[src/rtl/sample_port_pkg.sv]
// sample_port_pkg: widths, codes and timing constants for the converter output port
// assumes: one 200 MHz clock, synchronous active-high reset
package sample_port_pkg;
    // ****************************************************************
    // word format
    // ****************************************************************
    localparam int unsigned WORD_W      = 12;               // result width
    localparam logic [11:0] OFFSET_ZERO = 12'h800;          // offset binary midscale
    localparam logic [11:0] SIGN_FLIP   = 12'h800;          // two's complement to offset
    // ****************************************************************
    // timing
    // ****************************************************************
    localparam int unsigned CLOCK_MHZ      = 200;           // system clock rate
    localparam int unsigned MIN_RATE_MSPS  = 40;            // least sustained sample rate
    // longest sample period rounds down to whole clocks
    localparam int unsigned SAMPLE_CYCLES  = CLOCK_MHZ / MIN_RATE_MSPS;
    localparam int unsigned PIPE_LATENCY   = 6;             // sample strobes from sample edge to word
    localparam int unsigned WAKE_CYCLES    = 8;             // invalid words after power-down
    localparam int unsigned BUF_DEPTH      = 2;             // output buffer entries
    localparam int unsigned CNT_W          = 4;             // width of small counters
    localparam logic [3:0]  CNT_ZERO       = 4'h0;          // counter reset value
    localparam logic [3:0]  CNT_ONE        = 4'h1;          // counter step
endpackage

[src/rtl/word_buffer.sv]
// word_buffer: two-entry buffer with valid/ready on both sides
// assumes: same clock as the converter core, synchronous reset
`timescale 1ns/1ps
module word_buffer (
    // clock and reset
    input  wire logic        clock_i,
    input  wire logic        rst_i,
    // fill side
    input  wire logic        in_valid_i,
    output logic             in_ready_o,
    input  wire logic [11:0] in_data_i,
    // drain side
    output logic             out_valid_o,
    input  wire logic        out_ready_i,
    output logic [11:0]      out_data_o
);
    // ****************************************************************
    // storage
    // ****************************************************************
    logic [11:0] slot [0:1];    // entries
    logic        wr_ptr;        // next slot to write
    logic        rd_ptr;        // next slot to read
    logic [1:0]  fill;          // entries held
    logic        push;          // accepted write
    logic        pop;           // accepted read

    // ready only while a slot is free, so the source really stalls
    assign in_ready_o  = (fill != 2'h2);
    assign out_valid_o = (fill != 2'h0);
    assign push        = in_valid_i && in_ready_o;
    assign pop         = out_valid_o && out_ready_i;

    // write port
    always_ff @(posedge clock_i) begin
        if (push) begin
            slot[wr_ptr] <= in_data_i;
        end
    end

    // pointers and occupancy
    always_ff @(posedge clock_i) begin
        if (rst_i) begin
            wr_ptr <= 1'b0;
            rd_ptr <= 1'b0;
            fill   <= 2'h0;
        end else begin
            if (push) begin
                wr_ptr <= ~wr_ptr;
            end
            if (pop) begin
                rd_ptr <= ~rd_ptr;
            end
            fill <= fill + {1'b0, push} - {1'b0, pop};
        end
    end

    // read data from a register: holds the head word
    always_ff @(posedge clock_i) begin
        if (rst_i) begin
            out_data_o <= 12'h000;
        end else if (pop && fill == 2'h2) begin
            out_data_o <= slot[~rd_ptr];   // next entry becomes head
        end else if (push && (fill == 2'h0 || (pop && fill == 2'h1))) begin
            out_data_o <= in_data_i;       // word lands directly at head
        end
    end
endmodule // word_buffer

[src/rtl/sample_port.sv]
// sample_port: control and output side of a 12-bit pipelined converter
// assumes: analog core delivers a two's complement code each sample strobe;
// output enable and sleep request arrive from pins and are synchronised here
// limitation: a full buffer stops sampling, so the rate holds only while drained
// the analog front end and reference sit outside this block
// Behaviour
// - sample only on rising clock edges
// - drive bus when enable low, else release
// - sleep request high enters power-down
// - sleep request low means active conversion
// - results are 12-bit offset binary words
// - bit zero LSB, bit eleven MSB
// - at least 40 Msps, one word per sample
`timescale 1ns/1ps
module sample_port (
    // clock and reset
    input  wire logic        clock_i,
    input  wire logic        rst_i,
    // analog core code, same clock domain
    input  wire logic [11:0] core_code_i,
    // pins from capture logic
    input  wire logic        out_enable_n_i,
    input  wire logic        sleep_request_i,
    // three-state data bus
    output logic [11:0]      sample_word_bus_o,
    output logic [11:0]      sample_word_bus_oe_o,
    // sample stream toward capture side
    output logic             word_valid_o,
    input  wire logic        word_ready_i,
    // status
    output logic             sample_strobe_o,
    output logic             powered_down_o
);
    // ****************************************************************
    // pin synchronisers
    // ****************************************************************
    logic oe_n_meta;        // first stage, read only by second stage
    logic oe_n_sync;        // synchronised output enable
    logic sleep_meta;       // first stage
    logic sleep_sync;       // synchronised sleep request

    // two flops per pin; reset idles the bus released and awake
    // nothing but the second stage reads the first, which may be metastable
    always_ff @(posedge clock_i) begin
        if (rst_i) begin
            oe_n_meta  <= 1'b1;
            oe_n_sync  <= 1'b1;
            sleep_meta <= 1'b0;
            sleep_sync <= 1'b0;
        end else begin
            oe_n_meta  <= out_enable_n_i;
            oe_n_sync  <= oe_n_meta;
            sleep_meta <= sleep_request_i;
            sleep_sync <= sleep_meta;
        end
    end

    // ****************************************************************
    // sample control, shared by the mode machine and the divider
    // ****************************************************************
    logic [sample_port_pkg::CNT_W-1:0] div_cnt;   // clocks within a sample period
    logic                              strobe;    // one-cycle sample enable
    logic                              stalled;   // buffer full, hold the sample

    // ****************************************************************
    // mode machine
    // ****************************************************************
    typedef enum logic [1:0] {ACTIVE, ASLEEP, WAKING} mode_t;
    mode_t                        mode;       // current mode
    logic [sample_port_pkg::CNT_W-1:0] wake_cnt;   // words discarded after wake

    // sleep wins at once; waking discards the first words out of the pipe
    always_ff @(posedge clock_i) begin
        if (rst_i) begin
            mode     <= ACTIVE;
            wake_cnt <= sample_port_pkg::CNT_ZERO;
        end else begin
            case (mode)
                // awake: a held request puts the core to sleep
                ACTIVE: begin
                    if (sleep_sync) begin
                        mode <= ASLEEP;
                    end
                end
                // asleep: a released request starts the wake-up discard
                ASLEEP: begin
                    if (!sleep_sync) begin
                        mode     <= WAKING;
                        wake_cnt <= sample_port_pkg::CNT_ZERO;
                    end
                end
                // waking: the first words out of the pipe are discarded
                // a new request while waking goes straight back to sleep
                WAKING: begin
                    if (sleep_sync) begin
                        mode <= ASLEEP;
                    end else if (strobe) begin
                        if (wake_cnt == 4'(sample_port_pkg::WAKE_CYCLES - 1)) begin
                            mode <= ACTIVE;
                        end
                        wake_cnt <= wake_cnt + sample_port_pkg::CNT_ONE;
                    end
                end
                default: begin
                    mode <= ACTIVE;
                end
            endcase
        end
    end

    // status shows sleep only once the machine has really gone to sleep
    assign powered_down_o = (mode == ASLEEP);

    // ****************************************************************
    // sample rate divider
    // ****************************************************************
    // while the buffer is full the count climbs to its last value and holds there

    // strobe once per period on the rising edge; stops while asleep
    // trade-off: a stalled divider lowers the rate but never drops a word
    assign strobe = (mode != ASLEEP) && !stalled &&
                    (div_cnt == 4'(sample_port_pkg::SAMPLE_CYCLES - 1));

    always_ff @(posedge clock_i) begin
        if (rst_i || mode == ASLEEP) begin
            div_cnt <= sample_port_pkg::CNT_ZERO;
        end else if (div_cnt != 4'(sample_port_pkg::SAMPLE_CYCLES - 1)) begin
            div_cnt <= div_cnt + sample_port_pkg::CNT_ONE;
        end else if (!stalled) begin
            div_cnt <= sample_port_pkg::CNT_ZERO;
        end
    end

    // the strobe is also offered as a status output
    assign sample_strobe_o = strobe;

    // ****************************************************************
    // coding and latency pipe
    // ****************************************************************
    logic [11:0] pipe_word  [0:sample_port_pkg::PIPE_LATENCY-1]; // words in flight
    logic        pipe_valid [0:sample_port_pkg::PIPE_LATENCY-1]; // valid flags
    logic        fill_valid;      // word leaving the pipe is usable
    logic        fill_ready;      // buffer can accept

    // pipe advances on each strobe; invalid during wake-up discard
    generate
        for (genvar s = 0; s < sample_port_pkg::PIPE_LATENCY; s++) begin : g_pipe
            if (s == 0) begin : g_head
                // first stage codes the core sample as it is taken
                always_ff @(posedge clock_i) begin
                    if (rst_i || mode == ASLEEP) begin
                        pipe_word[s]  <= sample_port_pkg::OFFSET_ZERO;
                        pipe_valid[s] <= 1'b0;
                    end else if (strobe) begin
                        // offset binary: flip the sign bit of the core code
                        pipe_word[s]  <= core_code_i ^ sample_port_pkg::SIGN_FLIP;
                        // words taken while waking are marked unusable
                        pipe_valid[s] <= (mode == ACTIVE);
                    end
                end
            end else begin : g_tail
                // later stages only shift; no stage index falls below zero
                always_ff @(posedge clock_i) begin
                    if (rst_i || mode == ASLEEP) begin
                        pipe_word[s]  <= sample_port_pkg::OFFSET_ZERO;
                        pipe_valid[s] <= 1'b0;
                    end else if (strobe) begin
                        pipe_word[s]  <= pipe_word[s-1];
                        pipe_valid[s] <= pipe_valid[s-1];
                    end
                end
            end
        end
    endgenerate

    // push the last stage once, in the strobe that retires it
    // a word that was invalid on entry never reaches the buffer
    assign fill_valid = strobe && pipe_valid[sample_port_pkg::PIPE_LATENCY-1];
    // a full buffer holds the divider so no word is lost
    assign stalled    = !fill_ready;

    // ****************************************************************
    // output buffer
    // ****************************************************************
    // two entries ride out a stall of the receiver without a lost word
    logic [11:0] head_word;   // registered head of buffer

    word_buffer u_buffer (
        .clock_i     (clock_i),
        .rst_i       (rst_i),
        .in_valid_i  (fill_valid),
        .in_ready_o  (fill_ready),
        .in_data_i   (pipe_word[sample_port_pkg::PIPE_LATENCY-1]),
        .out_valid_o (word_valid_o),
        .out_ready_i (word_ready_i),
        .out_data_o  (head_word)
    );

    // ****************************************************************
    // three-state bus
    // ****************************************************************
    // bit i of the word sits on bus bit i: bit 0 LSB, bit 11 MSB
    // the bus trails the buffer head by one clock; capture allows for it
    always_ff @(posedge clock_i) begin
        if (rst_i) begin
            sample_word_bus_o <= 12'h000;
        end else begin
            sample_word_bus_o <= head_word;
        end
    end

    // enables follow the synchronised enable pin; all bits together
    // driving and releasing both take three edges from the pin
    // the pad turns these enables into three-state drivers
    always_ff @(posedge clock_i) begin
        if (rst_i) begin
            sample_word_bus_oe_o <= 12'h000;
        end else begin
            sample_word_bus_oe_o <= {12{~oe_n_sync}};
        end
    end
endmodule // sample_port

[config.mk]
export PLATFORM = sky130hd
export DESIGN_NAME = sample_port
export DESIGN_NICKNAME = d
export VERILOG_FILES = /design/src/rtl/sample_port_pkg.sv /design/src/rtl/word_buffer.sv /design/src/rtl/sample_port.sv
export SDC_FILE = /design/constraint.sdc
export NUM_CORES = 1
export LEC_CHECK = 0
export BUFFER_PORTS_ARGS = -buffer_cell sky130_fd_sc_hd__buf_2
export CAP_MARGIN = 40
export CORE_MARGIN = 10
export CORE_UTILIZATION = 59
export CTS_CLUSTER_SIZE = 14
export DETAILED_ROUTE_END_ITERATION = 6
export PLACE_DENSITY_LB_ADDON = 0.12
export SYNTH_ARGS = -nofsm -noshare
export SYNTH_HDL_FRONTEND = slang
export SYNTH_HIERARCHICAL = 1
export SYNTH_SLANG_ARGS = --single-unit
export TNS_END_PERCENT = 5
[constraint.sdc]
create_clock -name clock_i -period 3.2 [get_ports clock_i]
set_input_delay 0.16 -clock clock_i [delete_from_list [all_inputs] [get_ports clock_i]]
set_output_delay 0.16 -clock clock_i [all_outputs]
set_load 0.005 [all_outputs]
==> metrics <==
status finished clean; TritonRoute pass-1 iters 4; Post-DP Area 0.00584 mm²; Worst Path Arrival 2920 ps; top-area cell type share of the netlist area 0.543; Main synth FF type edfxtp_1; final worst slack 640 ps; Max Fclk 0.391 GHz; WHS Path Cells 4; Final Hold Fails 0; Top Ports 44; clock root cell clkbuf_8; Die Wd 118 µm; Final Cycle Share 0.800; Pwr per Cell Area 658 mW/mm²; WP data required 3560 ps; Chip Height 118 µm; routing usage on met2 0.209; Antenna Nets Post-Route 0; FILL cells 629; CTS Sinks 145; Setup crit start kind flop; clk_lat worst skew 510 ps; dpl hpwl 4700 µm; core area 0.00928 mm²; most frequent cells in the layout 102 x edfxtp_1, 72 x and2_1, 43 x dfxtp_1, 43 x buf_2, 25 x nand2_1; total CTS buffers 17; GR met1 Demand/Resource 0.135; Setup WS pre-CTS 695 ps; fin. max-slew vios 0; synth-to-layout area growth 16.8%; met3 usage 0.0460; first-pass GRT wire length 14100 µm; fin nets 473; setup TNS 0 ps; Mapped Cells 405; row count 35; r2r worst-path depth 8; number of synthesized flops with an enable pin 102; Worst Max-Slew Pin Slew 825 ps; Worst setup EP type flop; register area share after synthesis 0.696; Worst slew margin 0.450; critical setup path kind reg -> reg; largest net degree at the start of global routing 78; initial antenna violation count 0; final instance area 0.00659 mm²; initial core utilization 0.607; First DRT Iteration DRCs 196; max-cap viol count 0; worst vdd rail ir drop 0.000423 V; min-delay worst type in -> reg; Avg Synthesized Cell Area 13.9 µm²; post-cts resize count 0; Avg WL per Cell 13.9 µm; die area 0.0139 mm²; Synth area leaders edfxtp_1 54%, dfxtp_1 15%, and2_1 8.0%; grt total ovfl 0; Most Crowded Layer GR met2; RR Startpoint u_buffer/fill[0]; Final Critical Period 2560 ps; clk slew on worst S/H paths 60 ps; total track usage 0.122; number of port buffers 43; drc violations 0; gpl congestion 0.716; # Post-CTS Setup Buffers 0; via count 2984; Clock Path Buffers 2; CP Max Fanout 12; Hold Slack 53.1 ps; leading cell type in the layout, fill and taps excluded edfxtp_1; # diodes 0; CTS tree done; share of cells above drive strength 1 0.191; ys async rst share 0; Worst Setup SP u_buffer/fill[0]; number of synthesized register bits 145; Mapped Nets 426; CTS H-tree depth 4; RSZ-0062 raised after global routing false; Final Setup Violations 0; Ys Warns 6; drt total wl 8230 µm; largest area contributor in the netlist edfxtp_1; vias in the first global route 3020; via/cell ratio 5.02; Clock Skews 9.44 ps; Synth cell types 48; Post-Syn Area 0.00564 mm²; min-delay src word_ready_i; Leak Pwr 0.00245 µW
==> critical path: stages, from the launching register on <==
cell	delay, ps
dfxtp_1	450
nand2b_1	250
nand4b_4	200
nor2_1	170
and2_1	320
nand2_1	160
o22a_1	370
a222oi_1	420
nor2_1	70
==> metal layers <==
metal  up-vias  share of wire
li1       1517              -
met1      1413           0.43
met2        48           0.52
met3         6          0.041
met4         0         0.0086
met5         -              0
==> worst paths after layout <==
check,to,slack (ps)
hold / removal,u_buffer/rd_ptr,50
setup reg to reg,u_buffer/out_data_o[10],640
setup / recovery,u_buffer/out_data_o[10],640
hold reg to reg,sample_word_bus_oe_o[0],370
==> per-stage QoR <==
stage | std cells | total power, µW | utilization
floorplan | 405 | 2330 | -
global placement | 548 | 2360 | 0.629
detailed placement | 548 | 2380 | 0.629
CTS | 594 | 4380 | 0.709
global route | 594 | 4490 | 0.709
finish | 594 | 4330 | 0.709
==> state kept, by name (all words and copies together) (netlist names), 2 cells and up <==
register	count
div_cnt	4
mode	2
pipe_valid	6
pipe_word	72
sample_word_bus_o	12
u_buffer/fill	2
u_buffer/out_data_o	12
u_buffer/slot	24
wake_cnt	4
==> final cells by class <==
class | instances | area [µm²] | area share
well taps | 129 | 161 | 0.0245
flip-flops and latches | 145 | 3920 | 0.596
inverters | 8 | 30.0 | 0.00456
repair buffers | 61 | 398 | 0.0604
clock buffers | 23 | 478 | 0.0726
multi-input cells | 219 | 1470 | 0.223
clock inverters | 9 | 129 | 0.0196
==> kinds of logic after synthesis <==
kind of cell             Yosys count  share of synthesized area
AND/OR/NAND/NOR                  158                      0.168
flip-flops                       145                      0.696
buffers and inverters             41                     0.0442
AO/OA/AOI/OAI                     37                     0.0462
multiplexers                      17                     0.0315
adder cells (fa/ha/maj)            4                    0.00888
XOR/XNOR                           3                    0.00466
==> power by group <==
group / total, µW / switching [µW] / internal [µW]
logic: 187 / 110 / 76.5
clock network: 1980 / 707 / 1270
registers: 2160 / 41.9 / 2120
==> cells in the mapped netlist (2+ instances only) <==
| master | count |
|---|---|
| nand2_1 | 25 |
| o22ai_1 | 2 |
| nand4b_1 | 2 |
| nor2b_1 | 18 |
| ha_1 | 4 |
| a21oi_1 | 13 |
| nor3_1 | 3 |
| nand2b_1 | 10 |
| o211ai_1 | 10 |
| buf_2 | 3 |
| edfxtp_1 | 102 |
| nor4_1 | 3 |
| mux2_2 | 3 |
| or2_2 | 3 |
| a222oi_1 | 2 |
| inv_1 | 8 |
| mux2i_1 | 13 |
| nand3_1 | 2 |
| nor2_1 | 9 |
| or3b_2 | 2 |
| xor2_1 | 2 |
| and2_1 | 72 |
| dfxtp_1 | 43 |
| clkbuf_1 | 10 |
| buf_6 | 5 |
| buf_4 | 14 |
==> repair_timing <==
action,in CTS,in global routing
hold endpoints to repair,14,0
endpoints found under the setup margin,0,0
hold buffers,14,0
(Power assumes the default switching activity.)
